==> src/trigger_unit_map.svh <==
// Register offsets, field positions and reset values of the trigger unit control bank.
// Assumes APB byte addressing with one aligned 32-bit word per register.
`ifndef TRIGGER_UNIT_MAP_SVH
`define TRIGGER_UNIT_MAP_SVH

// Register indices; the bus byte address is four times the index
`define TU_IDX_ENABLE      0
`define TU_IDX_LOAD_CTRL   1
`define TU_IDX_OVR_IE      2
`define TU_IDX_GEN_IE      3
`define TU_IDX_FLAG_HI     4
`define TU_IDX_FLAG_LO     5

`define TU_OFF_ENABLE      8'h00
`define TU_OFF_LOAD_CTRL   8'h04
`define TU_OFF_OVR_IE      8'h08
`define TU_OFF_GEN_IE      8'h0c
`define TU_OFF_FLAG_HI     8'h10
`define TU_OFF_FLAG_LO     8'h14

`define TU_BIT_FRZ_STOP    6
`define TU_BIT_GEN1_EN     1
`define TU_BIT_GEN0_EN     0
`define TU_BIT_LOAD_OKAY   0
`define TU_BIT_OVR_IE      0
`define TU_BIT_DBE_FLAG    1
`define TU_BIT_OVR_FLAG    0

`define TU_ENABLE_MASK     8'h43
`define TU_RESET_BYTE      8'h00

`endif

==> src/trigger_unit_pkg.sv <==
// Types shared by the trigger unit control bank.
// Assumes the constants header is included by the design file.
package trigger_unit_pkg;
  typedef logic [7:0] reg_byte_t;
  typedef enum logic [1:0] {
    ACC_IDLE   = 2'b00,
    ACC_SETUP  = 2'b01,
    ACC_ACCESS = 2'b10
  } apb_phase_t;
endpackage : trigger_unit_pkg

==> src/trigger_unit_control_regs.sv <==
// Control, enable and flag registers of a two-generator trigger unit, reached over APB.
// Assumes synchronous inputs on core_clk; generator events arrive as one-cycle pulses.
`include "trigger_unit_map.svh"
`timescale 1ns/100ps
`default_nettype none

module trigger_unit_control_regs (
  input  wire logic                      core_clk,
  input  wire logic                      srst,
  input  wire logic                      clk_en,
  input  wire logic                      psel,
  input  wire logic                      penable,
  input  wire logic                      pwrite,
  input  wire logic [7:0]                paddr,
  input  wire logic [31:0]               pwdata,
  output logic                           pready,
  output logic      [31:0]               prdata,
  output logic                           pslverr,
  input  wire logic                      freeze_mode,
  input  wire logic                      reload_event,
  input  wire logic                      reload_forced,
  input  wire logic [1:0]                gen_end_of_list,
  input  wire logic [1:0]                gen_max_reached,
  input  wire logic [1:0]                gen_access_err,
  input  wire logic [1:0]                gen_reload_err,
  input  wire logic [1:0]                gen_timing_err,
  input  wire logic                      double_bit_err,
  output logic                           time_base_run,
  output logic      [1:0]                gen_run,
  output logic      [1:0]                gen_list_sel,
  output logic                           glb_load_okay,
  output logic                           irq
);
  import trigger_unit_pkg::*;

  reg_byte_t  enable_reg;
  logic       load_okay_reg;
  logic       ovr_ie_reg;
  reg_byte_t  gen_ie_reg;
  logic       ovr_flag_reg;
  logic       dbe_flag_reg;
  reg_byte_t  gen_flag_reg;
  logic [1:0] list_reg;
  logic       pready_reg;
  logic [31:0] prdata_reg;
  logic       pslverr_reg;
  logic       tb_run_reg;
  logic [1:0] gen_run_reg;
  logic       irq_reg;
  apb_phase_t phase_reg;
  apb_phase_t phase_next;

  // Address decode
  function automatic logic hit(input logic [7:0] a, input logic [7:0] off);
    hit = (a == off);
  endfunction : hit

  // Write-one-to-clear, set wins
  function automatic logic w1c(input logic flag, input logic set, input logic clr);
    w1c = set || (flag && !clr);
  endfunction : w1c

  // Bus phase tracker; answer state matches pready
  always_comb begin
    phase_next = phase_reg;
    case (phase_reg)
      ACC_IDLE: begin
        if (psel && penable) begin
          phase_next = ACC_ACCESS;
        end else if (psel) begin
          phase_next = ACC_SETUP;
        end
      end
      ACC_SETUP: begin
        if (psel && penable) begin
          phase_next = ACC_ACCESS;
        end else if (!psel) begin
          phase_next = ACC_IDLE;
        end
      end
      ACC_ACCESS: begin
        if (psel && !penable) begin
          phase_next = ACC_SETUP;
        end else begin
          phase_next = ACC_IDLE;
        end
      end
      default: begin
        phase_next = ACC_IDLE;
      end
    endcase
  end

  // Writes land at the completing edge
  wire logic acc      = psel && penable && (phase_reg != ACC_ACCESS);
  wire logic wr       = psel && penable && pready_reg && pwrite;
  wire logic rd       = acc && !pwrite;
  wire logic sel_en   = hit(paddr, `TU_OFF_ENABLE);
  wire logic sel_lc   = hit(paddr, `TU_OFF_LOAD_CTRL);
  wire logic sel_oie  = hit(paddr, `TU_OFF_OVR_IE);
  wire logic sel_gie  = hit(paddr, `TU_OFF_GEN_IE);
  wire logic sel_fh   = hit(paddr, `TU_OFF_FLAG_HI);
  wire logic sel_fl   = hit(paddr, `TU_OFF_FLAG_LO);
  wire logic mapped   = sel_en || sel_lc || sel_oie || sel_gie || sel_fh || sel_fl;

  wire logic gen0_enable = enable_reg[`TU_BIT_GEN0_EN];
  wire logic gen1_enable = enable_reg[`TU_BIT_GEN1_EN];
  wire logic freeze_counter_stop = enable_reg[`TU_BIT_FRZ_STOP];

  // Load-okay write qualification
  wire logic lc_wr      = wr && sel_lc;
  wire logic lc_wr_one  = lc_wr && pwdata[`TU_BIT_LOAD_OKAY];
  wire logic lc_wr_zero = lc_wr && !pwdata[`TU_BIT_LOAD_OKAY] && !gen0_enable && !gen1_enable;
  wire logic load_okay_next = lc_wr_one ? 1'b1 :
                              (reload_event || lc_wr_zero) ? 1'b0 : load_okay_reg;

  // Reload overrun detection
  wire logic overrun_evt = reload_event && !load_okay_reg && !reload_forced;
  wire logic [1:0] list_next = (reload_event && load_okay_reg) ? ~list_reg : list_reg;

  // Generator flag events, bit order matches the generator interrupt enable register
  wire logic [1:0] done_evt = gen_end_of_list | gen_max_reached;
  wire logic [1:0] rerr_evt = gen_reload_err & {2{!reload_forced}};
  wire reg_byte_t gen_evt = {gen_access_err[1], rerr_evt[1], gen_timing_err[1], done_evt[1],
                             gen_access_err[0], rerr_evt[0], gen_timing_err[0], done_evt[0]};
  wire reg_byte_t gen_clr = (wr && sel_fl) ? pwdata[7:0] : 8'h00;
  wire logic fh_wr = wr && sel_fh;

  // Flag set wins over clear
  wire reg_byte_t gen_flag_next = gen_evt | (gen_flag_reg & ~gen_clr);
  wire logic ovr_flag_next = w1c(ovr_flag_reg, overrun_evt, fh_wr && pwdata[`TU_BIT_OVR_FLAG]);
  wire logic dbe_flag_next = w1c(dbe_flag_reg, double_bit_err, fh_wr && pwdata[`TU_BIT_DBE_FLAG]);

  // Interrupt request
  wire reg_byte_t gen_masked = gen_flag_next & gen_ie_reg;
  wire logic irq_next = (|gen_masked) || (ovr_flag_next && ovr_ie_reg);

  // Run controls
  wire logic tb_run_next = !(freeze_counter_stop && freeze_mode);
  wire logic [1:0] gen_run_next = {gen1_enable, gen0_enable} & {2{!dbe_flag_next}};

  // Register write values
  wire reg_byte_t enable_next = (wr && sel_en) ? (pwdata[7:0] & `TU_ENABLE_MASK) : enable_reg;
  wire logic ovr_ie_next = (wr && sel_oie) ? pwdata[`TU_BIT_OVR_IE] : ovr_ie_reg;
  wire reg_byte_t gen_ie_next = (wr && sel_gie) ? pwdata[7:0] : gen_ie_reg;
  wire logic pready_next = acc;
  wire logic pslverr_next = acc && !mapped;

  // Read mux, unused bits zero
  reg_byte_t rd_byte;
  always_comb begin
    rd_byte = 8'h00;
    if (sel_en) begin
      rd_byte = enable_reg;
    end else if (sel_lc) begin
      rd_byte = {7'h00, load_okay_reg};
    end else if (sel_oie) begin
      rd_byte = {7'h00, ovr_ie_reg};
    end else if (sel_gie) begin
      rd_byte = gen_ie_reg;
    end else if (sel_fh) begin
      rd_byte = {6'h00, dbe_flag_reg, ovr_flag_reg};
    end else if (sel_fl) begin
      rd_byte = gen_flag_reg;
    end
  end

  wire logic [31:0] prdata_next = rd ? {24'h00_0000, rd_byte} : 32'h0000_0000;

  // Enable register
  always_ff @(posedge core_clk) begin
    if (srst) begin
      enable_reg <= `TU_RESET_BYTE;
    end else if (clk_en) begin
      enable_reg <= enable_next;
    end
  end

  // Overrun interrupt enable
  always_ff @(posedge core_clk) begin
    if (srst) begin
      ovr_ie_reg <= 1'b0;
    end else if (clk_en) begin
      ovr_ie_reg <= ovr_ie_next;
    end
  end

  // Generator interrupt enables
  always_ff @(posedge core_clk) begin
    if (srst) begin
      gen_ie_reg <= `TU_RESET_BYTE;
    end else if (clk_en) begin
      gen_ie_reg <= gen_ie_next;
    end
  end

  // Load-okay bit
  always_ff @(posedge core_clk) begin
    if (srst) begin
      load_okay_reg <= 1'b0;
    end else if (clk_en) begin
      load_okay_reg <= load_okay_next;
    end
  end

  // Reload overrun flag
  always_ff @(posedge core_clk) begin
    if (srst) begin
      ovr_flag_reg <= 1'b0;
    end else if (clk_en) begin
      ovr_flag_reg <= ovr_flag_next;
    end
  end

  // Double-bit error flag
  always_ff @(posedge core_clk) begin
    if (srst) begin
      dbe_flag_reg <= 1'b0;
    end else if (clk_en) begin
      dbe_flag_reg <= dbe_flag_next;
    end
  end

  // Generator flags, one bit each
  for (genvar g = 0; g < 8; g++) begin : g_flag
    always_ff @(posedge core_clk) begin
      if (srst) begin
        gen_flag_reg[g] <= 1'b0;
      end else if (clk_en) begin
        gen_flag_reg[g] <= gen_flag_next[g];
      end
    end
  end

  // List in use per generator
  always_ff @(posedge core_clk) begin
    if (srst) begin
      list_reg <= 2'b00;
    end else if (clk_en) begin
      list_reg <= list_next;
    end
  end

  // Bus phase
  always_ff @(posedge core_clk) begin
    if (srst) begin
      phase_reg <= ACC_IDLE;
    end else if (clk_en) begin
      phase_reg <= phase_next;
    end
  end

  // Bus answer
  always_ff @(posedge core_clk) begin
    if (srst) begin
      pready_reg <= 1'b0;
    end else if (clk_en) begin
      pready_reg <= pready_next;
    end
  end

  // Bus error
  always_ff @(posedge core_clk) begin
    if (srst) begin
      pslverr_reg <= 1'b0;
    end else if (clk_en) begin
      pslverr_reg <= pslverr_next;
    end
  end

  // Read data
  always_ff @(posedge core_clk) begin
    if (srst) begin
      prdata_reg <= 32'h0000_0000;
    end else if (clk_en) begin
      prdata_reg <= prdata_next;
    end
  end

  // Time base run
  always_ff @(posedge core_clk) begin
    if (srst) begin
      tb_run_reg <= 1'b1;
    end else if (clk_en) begin
      tb_run_reg <= tb_run_next;
    end
  end

  // Generator run
  always_ff @(posedge core_clk) begin
    if (srst) begin
      gen_run_reg <= 2'b00;
    end else if (clk_en) begin
      gen_run_reg <= gen_run_next;
    end
  end

  // Interrupt request
  always_ff @(posedge core_clk) begin
    if (srst) begin
      irq_reg <= 1'b0;
    end else if (clk_en) begin
      irq_reg <= irq_next;
    end
  end

  assign pready        = pready_reg;
  assign prdata        = prdata_reg;
  assign pslverr       = pslverr_reg;
  assign time_base_run = tb_run_reg;
  assign gen_run       = gen_run_reg;
  assign gen_list_sel  = list_reg;
  assign glb_load_okay = load_okay_reg;
  assign irq           = irq_reg;

endmodule : trigger_unit_control_regs

`default_nettype wire

==> config.mk <==
export PLATFORM = sky130hd
export DESIGN_NAME = trigger_unit_control_regs
export DESIGN_NICKNAME = d
export VERILOG_FILES = /design/src/trigger_unit_pkg.sv /design/src/trigger_unit_control_regs.sv
export VERILOG_INCLUDE_DIRS = /design/src
export SDC_FILE = /design/constraint.sdc
export NUM_CORES = 1
export LEC_CHECK = 0
export BUFFER_PORTS_ARGS = -buffer_cell sky130_fd_sc_hd__buf_2
export CAP_MARGIN = 5
export CORE_ASPECT_RATIO = 2
export CORE_MARGIN = 3
export CORE_UTILIZATION = 35
export CTS_CLUSTER_DIAMETER = 30
export DETAILED_ROUTE_END_ITERATION = 7
export PLACE_DENSITY = 0.68
export SKIP_LAST_GASP = 1
export SLEW_MARGIN = 20
export SYNTH_ARGS = -nofsm -noshare
export SYNTH_HDL_FRONTEND = slang
export SYNTH_SLANG_ARGS = --single-unit
==> constraint.sdc <==
create_clock -name core_clk -period 1.7 [get_ports core_clk]
set_input_delay 0.34 -clock core_clk [delete_from_list [all_inputs] [get_ports core_clk]]
set_output_delay 0.34 -clock core_clk [all_outputs]
set_load 0.01 [all_outputs]
; After elaboration in Yosys (flattened, before gate mapping)
; Index checks and enable logic that the tools add are counted.
; W data, S select, Z words.
[op_classes]
n_eq_ne = 10
muxes = 16
bitwise = 8
reduce_logical = 57
[op_table]
columns = operator, count
row1 = $mux W8, 8
row2 = $logic_and A1 B1 Y1, 26
row3 = $and A8 B8 Y8, 2
row4 = $eq A8 B4 Y1 const B, 2
row5 = $eq A8 B5 Y1 const B, 2
row6 = $logic_not A1 Y1, 12
row7 = $reduce_and A2 Y1, 5
row8 = $logic_or A1 B1 Y1, 9
row9 = $eq A8 B3 Y1 const B, 1
row10 = $logic_not A8 Y1, 1
row11 = $mux W2, 4
row12 = $not A8 Y8, 1
row13 = $or A8 B8 Y8, 1
row14 = $reduce_or A8 Y1, 1
row15 = $ne A3 B3 Y1 const B, 2
row16 = $pmux W2 S3, 1
row17 = $and A2 B2 Y2, 2
row18 = $mux W1, 3
row19 = $reduce_and A3 Y1, 1
row20 = $eq A2 B1 Y1 const B, 1
row21 = $eq A2 B2 Y1 const B, 1
row22 = $logic_not A2 Y1, 1
row23 = $ne A2 B2 Y1 const B, 1
row24 = $not A2 Y2, 1
row25 = other kinds (2), 2
[word_totals]
ff_bits = 65
in_bits = 60
out_inout_bits = 41
word_cells = 113

; Depth between registers and ports, before layout
; Gate-level depths: netlist of the first run.
[logic_depth]
ltp_word = 11
ltp_mapped = 7
depth_no_buf = 5

; Worst setup path before layout of the first run
; OpenSTA, ideal clock, no wires.
[synth_path]
path_type = input to register
from = in paddr[5]
to = reg enable_reg[0]
setup_ns = 0.128
arrival_time_ns = 1.642
required_ns = 1.572
slack_ns = -0.069
path_stages = 6
path_buffers = 1
cell_sequence = nor4_4 -> nand2_1 -> or3_1 -> clkbuf_1 -> mux2i_1 -> nor2_1
[synth_via]
elab_chain_cells = 3
[synth_lines]
columns = element, line_no
row1 = "start, declared", trigger_unit_control_regs.sv:14  ; input wire logic [7:0] paddr,
row2 = $logic_not A8 Y1, trigger_unit_control_regs.sv:55  ; hit = (a == off);
row3 = $logic_and A1 B1 Y1, trigger_unit_control_regs.sv:143  ; wire reg_byte_t enable_next = (wr && sel_en) ? (pwdata[7:0] & `TU_ENABLE_MASK) : enable_reg;
row4 = $reduce_and A2 Y1 (no line), --
row5 = "end signal, assigned", trigger_unit_control_regs.sv:173  ; enable_reg <= `TU_RESET_BYTE;
row6 = "end signal, assigned", trigger_unit_control_regs.sv:175  ; enable_reg <= enable_next;
row7 = "end, declared", trigger_unit_control_regs.sv:36  ; reg_byte_t enable_reg;
; No other way between the ends.
; A chain may end at the register's enable or synchronous reset.

; Worst setup path in the final report of the first run
[layout_path]
from = reg phase_reg[1]
to = reg prdata_reg[0], in the netlist prdata[0]
[layout_via]
elab_chain_cells = 4
[layout_lines]
columns = element, line_no
row1 = "start, declared", trigger_unit_control_regs.sv:50  ; apb_phase_t phase_reg;
row2 = "start signal, assigned", trigger_unit_control_regs.sv:249  ; phase_reg <= phase_next;
row3 = $ne A2 B2 Y1, trigger_unit_control_regs.sv:95  ; wire logic acc = psel && penable && (phase_reg != ACC_ACCESS);
row4 = $logic_and A1 B1 Y1, trigger_unit_control_regs.sv:95
row5 = $logic_and A1 B1 Y1, trigger_unit_control_regs.sv:97  ; wire logic rd = acc && !pwrite;
row6 = $mux W8, trigger_unit_control_regs.sv:168  ; wire logic [31:0] prdata_next = rd ? {24'h00_0000, rd_byte} : 32'h0000_0000;
row7 = "end signal, assigned", trigger_unit_control_regs.sv:276  ; prdata_reg <= prdata_next;
row8 = "end, declared", trigger_unit_control_regs.sv:45  ; logic [31:0] prdata_reg;
; No other way between the ends.

==> metrics.md, run 1 <==
| Metric | Value |
|---|---|
| Num CTS Buffers | `5` |
| Placed cell area | `roughly 2700 µm²` |
| Core area | `6110 µm²` |
| Seq/Total Area, Yosys | `0.368` |
| Main synth FF type | `dfxtp_1` |
| Die width | `62.4 µm` |
| Synth cell types | `43` |
| Setup WS pre-CTS | `-0.123 ns` |
| Clock slew at reported path FFs | `0.06 ns` |
| Post-layout min period | `1.59 ns` |
| PortBufs | `52` |
| ANT cells | `0` |
| Final GP Congestion | `0.856` |
| Syn avg cell area | `8.31 µm²` |
| Largest net degree at the start of global routing | `30` |
| Async SR Flop Fraction | `0` |
| Initial antenna violation count | `0` |
| Root buffer cell | `clkbuf_16` |
| Post-route cell area | `2900 µm²` |
| Layout cells sized above 1 | `0.286` |
| WL/cell | `14.6 µm` |
| VDD IR-drop max | `0.000669 V` |
| Postcts setup bufs | `0` |
| HPWL after DPL | `4960 µm` |
| Post-route clock period utilization | `0.937` |
| Die Ht | `around 120 µm` |
| Cell Area, Synth | `around 2200 µm²` |
| CP cell instances | `nor2b_1 > or4_1 > buf_4 > a31oi_1 > o211ai_1 > a21oi_1` |
| Worst Setup End Kind | `flop` |
| Status | `finished clean` |
| Max Fclk | `628 MHz` |
| Gr usage total | `0.173` |
| Post-Place Cells | `420` |
| Power Density | `793 nW/µm²` |
| Drc violations | `0` |
| Cts hold-fix bufs | `0` |
| First-pass GRT wire length | `around 10000 µm` |
| Worst Skew | `~0.0066 ns` |
| GRT Residual Overflow | `0` |
| Num rows | `40` |
| Final Util | `0.475` |
| Layout area overhead | `30.0%` |
| Io pins | `approximately 100` |
| Max-Cap Viols | `0` |
| Startpoint types | `flop` |
| Area leader, netlist | `dfxtp_1` |
| H-Tree Depth | `2` |
| Top cells by area, synth | `dfxtp_1 37%, buf_4 8.1%, nor2_1 5.9%, mux2i_1 5.8%, a22oi_1 5.4%` |
| Full die area | `7420 µm²` |
| Data arrival, critical path | `1.81 ns` |
| Crit-path slowest cell | `or4_1` |
| Largest stage delay, worst path | `0.50 ns` |
| Final net count | `403` |
| Antenna-violating nets left | `0` |
| CP Class | `reg2reg` |
| Vias/cell | `roughly 5` |
| Vias | `2151` |
| Vias in the first global route | `2117` |
| Largest delay contributor family on the critical path | `simple AND/OR/NAND/NOR gates` |
| Flops & latches, synth | `41` |
| Fin. max-slew vios | `0` |
| CTS sink cnt | `41` |
| Final Setup Violations | `0` |
| Starting DRT DRC Count | `74` |
| CP required | `1.92 ns` |
| Hold WC Path Type | `in2reg` |
| Initial core utilization | `0.365` |
| Post-cts sizing count | `0` |
| Share of the synthesized area in the top cell type | `0.368` |
| Leakage | `1.24 nW` |
| Finished Layout Cells | `approximately 430` |
| Yosys Warn Count | `0` |
| Most common cell after layout, fill and taps aside | `buf_2` |
| WP buf/inv | `1` |
| Fin. Hold Viols | `0` |
| First drt pass iteration count | `4` |
| Commonest cells after routing, fill and taps aside | `52 x buf_2, 41 x dfxtp_1, 35 x nor2_1` |
| Insertion delay to the later sink of the worst-skew pair | `0.29 ns` |
| Worst setup margin | `0.107 ns` |
| CTS tree | `built` |
| Final wirelength | `6250 µm` |
| Mapped Cells | `approximately 270` |
| CP Max Fanout | `3` |
| Bufs on Longest Clock Path | `2` |
| EDFF count, synth | `0` |
-- kinds of logic (layout without fill, tap and decap cells) --
kind of cell	count (synthesis)	count (layout)	synth area share
flip-flops	41	41	0.368
AO/OA/AOI/OAI	68	68	0.212
buffers and inverters	47	99	0.121
other	1	24	0.00168
multiplexers	13	13	0.0584
AND/OR/NAND/NOR	96	96	0.231
XOR/XNOR	2	2	0.00786
-- where the power goes --
part / switching [mW] / internal (mW) / leakage [nW]
Clock: 0.373 / 0.681 / 0.0797
Combinational: 0.148 / 0.0997 / 0.827
Sequential: 0.0150 / 0.982 / 0.333
Total: 0.536 / 1.76 / 1.24
-- cell usage after synthesis (all sizes together), types with 2 or more instances --
cell type / number
a31oi: 6
a211oi: 5
o31ai: 2
nor2: 35
nor4b: 2
o21ai: 11
a21oi: 13
nand3: 7
and4: 3
mux2i: 13
nor2b: 6
o32ai: 2
and2: 2
nor4: 2
or3: 3
and3: 2
nand4: 5
o21bai: 2
nand2: 20
clkbuf: 12
a22oi: 16
dfxtp: 41
a22o: 6
nor3: 6
xor2: 2
inv: 9
buf: 26
-- path summary, 6_finish.rpt --
path                                 startpoint               to  slack [ns]  depth (start not counted)
worst min register to register  gen_flag_reg[0]  gen_flag_reg[0]        0.45                          2
worst min-delay path                  pwdata[4]    gen_ie_reg[4]        0.34                          3
worst max-delay path               phase_reg[1]        prdata[0]        0.11                          6
worst max register to register     phase_reg[1]        prdata[0]        0.11                          6
-- tightest hold or removal path, stage by stage --
cell     delay [ns]
buf_2          0.10
mux2i_1        0.07
nor2_1         0.08
-- area by class of cell --
cell class	instances	area, µm²
Fill cell	631	3210
Multi-Input combinational cell	203	1230
Sequential cell	41	821
Timing Repair Buffer	83	543
Clock buffer	5	125
Tap cell	84	105
Clock inverter	2	35.0
Inverter	9	33.8
-- routing by layer --
metal / track usage / share of wire
met5: 0 / 0
met4: 0.109 / 0.046
met3: 0.0358 / 0.047
met2: 0.332 / 0.57
met1: 0.160 / 0.34
-- metrics by stage --
| stage | total power, mW | hold WS [ns] | setup TNS [ns] |
|---|---|---|---|
| final | 2.30 | 0.336 | 0 |
| after global routing | 2.38 | 0.351 | -0.00856 |
| after CTS | 2.32 | 0.334 | 0 |
| after detailed placement | 1.26 | 0.451 | -1.37 |
| after global placement | 1.26 | 0.444 | -1.02 |
| after floorplan | 1.17 | 0.432 | -0.654 |
Note: power is estimated with default switching activity, not from simulation.
==> run 2, diff against run 1 <==
--- a/config.mk
+++ b/config.mk
@@ -8,12 +8,14 @@
 export LEC_CHECK = 0
 export BUFFER_PORTS_ARGS = -buffer_cell sky130_fd_sc_hd__buf_2
 export CAP_MARGIN = 5
+export CELL_PAD_IN_SITES_DETAIL_PLACEMENT = 1
+export CELL_PAD_IN_SITES_GLOBAL_PLACEMENT = 1
 export CORE_ASPECT_RATIO = 2
 export CORE_MARGIN = 3
-export CORE_UTILIZATION = 35
+export CORE_UTILIZATION = 30
 export CTS_CLUSTER_DIAMETER = 30
 export DETAILED_ROUTE_END_ITERATION = 7
-export PLACE_DENSITY = 0.68
+export PLACE_DENSITY = 0.88
 export SKIP_LAST_GASP = 1
 export SLEW_MARGIN = 20
 export SYNTH_ARGS = -nofsm -noshare
==> constraint.sdc (replaced) <==
create_clock -name core_clk -period 1.7 [get_ports core_clk]
set_input_delay 0.255 -clock core_clk [delete_from_list [all_inputs] [get_ports core_clk]]
set_output_delay 0.255 -clock core_clk [all_outputs]
set_load 0.01 [all_outputs]
==> run 2 against run 1 <==
First-iteration DRC count grew 43%. Die area grew 15%. Clock skew down 0.0030 ns. Largest cell class unchanged.
==> metrics.md, run 2 (synthesis results as in run 1) <==
| Metric | Value |
|---|---|
| Num rows | `43` |
| VDD IR-drop max | `0.000687 V` |
| Final GP Congestion | `0.886` |
| CP Class | `reg2reg` |
| Die Ht | `128 µm` |
| Drc violations | `0` |
| Fin. max-slew vios | `0` |
| Worst Skew | `0.00360 ns` |
| Sw frac | `0.238` |
| Internal Pwr Total | `around 1.8 mW` |
| Number of cells on the worst hold path | `3` |
| Largest delay contributor family on the critical path | `simple AND/OR/NAND/NOR gates` |
| Footprint of the multi-input gates | `1250 µm²` |
| Post-route clock period utilization | `0.948` |
| Num CTS Buffers | `5` |
| CTS tree | `built` |
| Fin. Hold Viols | `0` |
| Clk pwr share | `0.475` |
| Die width | `66.9 µm` |
| PortBufs | `52` |
| Bufs on Longest Clock Path | `2` |
| Full die area | `~8600 µm²` |
| Clock slew at reported path FFs | `0.06 ns` |
| Power Density | `832 nW/µm²` |
| Gr usage total | `0.176` |
| Final Setup Violations | `0` |
| Hold wc startpoint | `pwdata[4]` |
| Finished Layout Cells | `428` |
| Status | `finished clean` |
| Final Util | `0.401` |
| Antenna-violating nets left | `0` |
| Max Fclk | `621 MHz` |
| Worst setup margin | `0.0892 ns` |
| Data arrival, critical path | `1.79 ns` |
| Least-Margin Pin Slew | `0.513 ns` |
| ANT cells | `0` |
| R2r endpoint | `enable_reg[6]` |
| Final wirelength | `7380 µm` |
| Starting DRT DRC Count | `106` |
| Post-Place Cells | `420` |
| RSZ-0062 raised after global routing | `true` |
| Seq pwr share | `0.421` |
| Hold-critical path endpoint | `gen_ie_reg[4]` |
| Net Switching | `between 0.5 and 0.6 mW` |
| Final net count | `~400` |
| Initial core utilization | `0.314` |
| Reg2Reg Launch Point | `pready` |
| Hold WC Path Type | `in2reg` |
| Post-route cell area | `2850 µm²` |
| Most common cell after layout, fill and taps aside | `buf_2` |
| Largest net degree at the start of global routing | `25` |
| Crit-path slowest cell | `or3_1` |
| H-Tree Depth | `2` |
| Layout area overhead | `27.9%` |
| Io pins | `between 100 and 150` |
| Startpoint types | `flop` |
| Layout cells sized above 1 | `0.290` |
| Root buffer cell | `clkbuf_16` |
| Tot Pwr | `2.37 mW` |
| Comb pwr share | `0.104` |
| FF+latch area | `821 µm²` |
| CP Max Fanout | `3` |
| Reg2reg path depth | `5` |
| Leakage | `1.20 nW` |
| HPWL after DPL | `5690 µm` |
| Slew headroom | `0.655` |
| Setup WS pre-CTS | `-0.141 ns` |
| Postcts setup bufs | `0` |
| Final setup TNS | `0 ns` |
| Vias/cell | `~5.2` |
| Insertion delay to the later sink of the worst-skew pair | `between 0.2 and 0.3 ns` |
| Core area | `7100 µm²` |
| WP buf/inv | `0` |
| Max-Cap Viols | `0` |
| Commonest cells after routing, fill and taps aside | `52 x buf_2, 41 x dfxtp_1, 35 x nor2_1` |
| Initial antenna violation count | `0` |
| Worst Hold Slack | `0.234 ns` |
| CTS sink cnt | `41` |
| Worst Setup End Kind | `flop` |
| WL/cell | `17.2 µm` |
| Reg2Reg Setup Slack | `0.09 ns` |
| Vias in the first global route | `about 2300` |
| GRT Residual Overflow | `0` |
| Fill cell count | `905` |
| CP cell instances | `and4_2 > nand2_1 > or3_1 > mux2i_1 > nor2_1` |
| CP required | `1.88 ns` |
| Vias | `2227` |
| Placed cell area | `2650 µm²` |
| First drt pass iteration count | `4` |
| First-pass GRT wire length | `11300 µm` |
| Post-layout min period | `1.61 ns` |
| Largest stage delay, worst path | `0.47 ns` |
[run 2: worst max path at each step]
stage | start | end | cells past startpoint
3_5_place_dp | paddr[1] | gen_run[1] | 7
4_1_cts | phase_reg[1] | prdata[1] | 5
5_1_grt | pready | irq | 6
6_report | pready | enable_reg[6] | 5
2_1_floorplan | paddr[5] | enable_reg[0] | 6
3_3_place_gp | paddr[1] | gen_run[0] | 7
[run 2: final cells by class]
| type | instances | area share |
|---|---|---|
| sequential | 41 | 0.288 |
| clock buffer | 6 | 0.0487 |
| clock inverter | 2 | 0.0132 |
| inverter | 9 | 0.0119 |
| multi-input combinational | 203 | 0.437 |
| timing repair buffer | 77 | 0.162 |
| tap | 90 | 0.0395 |
[run 2: worst register-to-register path, delay by kind of cell, from the launching register on]
kind             cells  cell delay, ns
multiplexers         1            0.20
AND/OR/NAND/NOR      4            0.95
flip-flops           1            0.35
[run 2: routing by layer]
metal / vias up / wire length (µm) / GRT usage
met1: 1073 / 2430 / 0.160
met2: 77 / 4240 / 0.335
met5: - / 0 / 0
met4: 0 / 345 / 0.118
met3: 22 / 367 / 0.0316
li1: 1055 / - / -
[run 2: timing repair]
| item | in CTS | in global routing |
|---|---|---|
| cloned | 0 | 0 |
| hold buffers | 0 | 0 |
| pin swaps | 0 | 1 |
| endpoints found under the setup margin | 2 | 9 |
| resized for setup | 1 | 5 |
[run 2: power by group through the flow]
stage,combinational (mW),sequential [mW],clock [mW]
final,0.248,0.998,1.13
after global routing,0.271,1.00,1.17
after CTS,0.244,0.998,1.14
after detailed placement,0.240,1.02,0
after global placement,0.230,1.02,0
after floorplan,0.155,1.02,0
==> run 3, diff against run 2 <==
--- a/config.mk
+++ b/config.mk
@@ -12,10 +12,10 @@
 export CELL_PAD_IN_SITES_GLOBAL_PLACEMENT = 1
 export CORE_ASPECT_RATIO = 2
 export CORE_MARGIN = 3
-export CORE_UTILIZATION = 30
+export CORE_UTILIZATION = 26
 export CTS_CLUSTER_DIAMETER = 30
 export DETAILED_ROUTE_END_ITERATION = 7
-export PLACE_DENSITY = 0.88
+export PLACE_DENSITY = 0.8
 export SKIP_LAST_GASP = 1
 export SLEW_MARGIN = 20
 export SYNTH_ARGS = -nofsm -noshare
==> run 3 against run 2 <==
Sequential power about the same. Worst setup slack better by 0.039 ns. Clock-buffer cell count decreased by 1. Sequential share of layout area is 0.55 points lower. Final cell count increased by 2.8%. First-iteration DRC count down 48%. Highest routed layer unchanged. Core utilization decreased by 5.1 points. Design area is 1.9% higher. Largest power group unchanged. Sequential cell count stayed put. Largest cell class unchanged. Die area increased by 14%. Critical endpoint is now irq. Critical path depth is 1 higher.
==> metrics.md, run 3 (synthesis results as in run 1) <==
| Metric | Value |
|---|---|
| Status | `finished clean` |
| Met1 WL | `~2400 µm` |
| VDD IR-drop max | `0.000607 V` |
| Num CTS Buffers | `5` |
| Post-route clock period utilization | `0.925` |
| Hold WC Path Type | `in2reg` |
| Most common cell after layout, fill and taps aside | `buf_2` |
| Starting DRT DRC Count | `55` |
| Vias | `2224` |
| Met3 wire len | `approximately 310 µm` |
| Reg2Reg Launch Point | `pready` |
| WL/cell | `16.7 µm` |
| Max Fclk | `636 MHz` |
| CTS sink cnt | `41` |
| Largest stage delay, worst path | `between 0.3 and 0.4 ns` |
| Full die area | `9780 µm²` |
| Fin. max-slew vios | `0` |
| Die Ht | `137 µm` |
| CP Class | `reg2reg` |
| Gr usage total | `0.153` |
| Vias/cell | `5.05` |
| ANT cells | `0` |
| H-Tree Depth | `2` |
| Final wirelength | `around 7300 µm` |
| Worst Skew | `0.00745 ns` |
| Io pins | `101` |
| PortBufs | `52` |
| Data arrival, critical path | `1.73 ns` |
| Number of cells on the worst hold path | `3` |
| Reg2Reg Setup Slack | `around 0.13 ns` |
| Final GP Congestion | `between 0.8 and 0.9` |
| WP buf/inv | `1` |
| Reg2reg path depth | `6` |
| CP required | `about 1.9 ns` |
| Crit-path slowest cell | `dfxtp_1` |
| RSZ-0062 raised after global routing | `false` |
| Largest net degree at the start of global routing | `29` |
| Worst Hold Slack | `0.251 ns` |
| Leakage | `1.22 nW` |
| Drc violations | `0` |
| GRT Residual Overflow | `0` |
| Vias in the first global route | `2312` |
| Antenna-violating nets left | `0` |
| Hold-critical path endpoint | `gen_ie_reg[2]` |
| Met2 routed WL | `4460 µm` |
| Tot Pwr | `2.35 mW` |
| Finished Layout Cells | `440` |
| CP Max Fanout | `6` |
| Post-layout min period | `1.57 ns` |
| Layout cells sized above 1 | `0.295` |
| Hold wc startpoint | `pwdata[2]` |
| Placed cell area | `~2700 µm²` |
| Max layer used | `met4` |
| Commonest cells after routing, fill and taps aside | `52 x buf_2, 41 x dfxtp_1, 35 x nor2_1` |
| Bufs on Longest Clock Path | `2` |
| Clock slew at reported path FFs | `roughly 0.07 ns` |
| HPWL after DPL | `between 5000 and 6000 µm` |
| Root buffer cell | `clkbuf_16` |
| Core area | `8290 µm²` |
| R2r endpoint | `irq` |
| Footprint of the multi-input gates | `1240 µm²` |
| Max-Cap Viols | `0` |
| CTS tree | `built` |
| First drt pass iteration count | `4` |
| Power Density | `809 nW/µm²` |
| Startpoint types | `flop` |
| Post-Place Cells | `431` |
| Largest delay contributor family on the critical path | `compound AO/OA/AOI/OAI gates` |
| Fill cell count | `1033` |
| Final Setup Violations | `0` |
| Final net count | `between 400 and 500` |
| Layout area overhead | `30.4%` |
| Initial core utilization | `0.269` |
| CP Launch Point | `pready` |
| Worst Setup End Kind | `flop` |
| Post-route cell area | `between 2000 and 3000 µm²` |
| Initial antenna violation count | `0` |
| First-pass GRT wire length | `11400 µm` |
| Insertion delay to the later sink of the worst-skew pair | `around 0.29 ns` |
| CP cell instances | `and4_2 > buf_4 > nand4_1 > a21o_1 > a211oi_1 > a31oi_1` |
| Die width | `71.5 µm` |
| Num rows | `47` |
| FF+latch area | `approximately 820 µm²` |
| Fin. Hold Viols | `0` |
[run 3: changes by cell type in the layout (fill, tap and decap cells not counted), sizes merged]
| cell | previous run | this run |
|---|---|---|
| buf | 77 | 81 |
| clkinv | 0 | 1 |
| clkbuf | 6 | 5 |
[run 3: layout make-up]
| class | instances | area share |
|---|---|---|
| multi-input combinational | 203 | 0.427 |
| clock inverter | 3 | 0.0159 |
| sequential | 41 | 0.283 |
| tap | 98 | 0.0422 |
| clock buffer | 5 | 0.0431 |
| inverter | 9 | 0.0116 |
| timing repair buffer | 81 | 0.177 |
[run 3: routing by layer]
layer | GRT usage | vias to the layer above
met5 | 0 | -
met4 | 0.0722 | 0
met3 | 0.0213 | 11
met2 | 0.315 | 67
met1 | 0.137 | 1085
li1 | - | 1061
[run 3: where the power goes]
part / switching [mW] / internal (mW)
combinational: 0.152 / 0.101
clock: 0.405 / 0.695
sequential: 0.0173 / 0.982
[run 3: worst register-to-register path: stages, from the launching register on]
cell and delay, ns:
dfxtp_1 0.36, and4_2 0.29, buf_4 0.16, nand4_1 0.09
a21o_1 0.18, a211oi_1 0.25, a31oi_1 0.12
[run 3: worst max path at each step]
| stage | cells after the start | endpoint | slack [ns] |
|---|---|---|---|
| global route | 6 | irq | 0.006 |
| finish | 6 | irq | 0.13 |
| floorplan | 6 | enable_reg[0] | 0.02 |
| detailed placement | 7 | irq | -0.18 |
| global placement | 7 | irq | -0.1 |
| CTS | 6 | irq | 0.05 |
[run 3: through the flow]
step	setup TNS (ns)	util	worst slack, ns
global route	0	0.350	0.00640
finish	0	0.350	0.128
global placement	-0.663	0.327	-0.0968
floorplan	0	-	0.0157
CTS	0	0.348	0.0503
detailed placement	-2.17	0.327	-0.183
[run 3: what timing repair did]
item	in CTS	in global routing
gates resized for setup	2	4
hold buffers	0	0
gates cloned	0	0
endpoints found under the setup margin	3	11
setup buffers	0	1
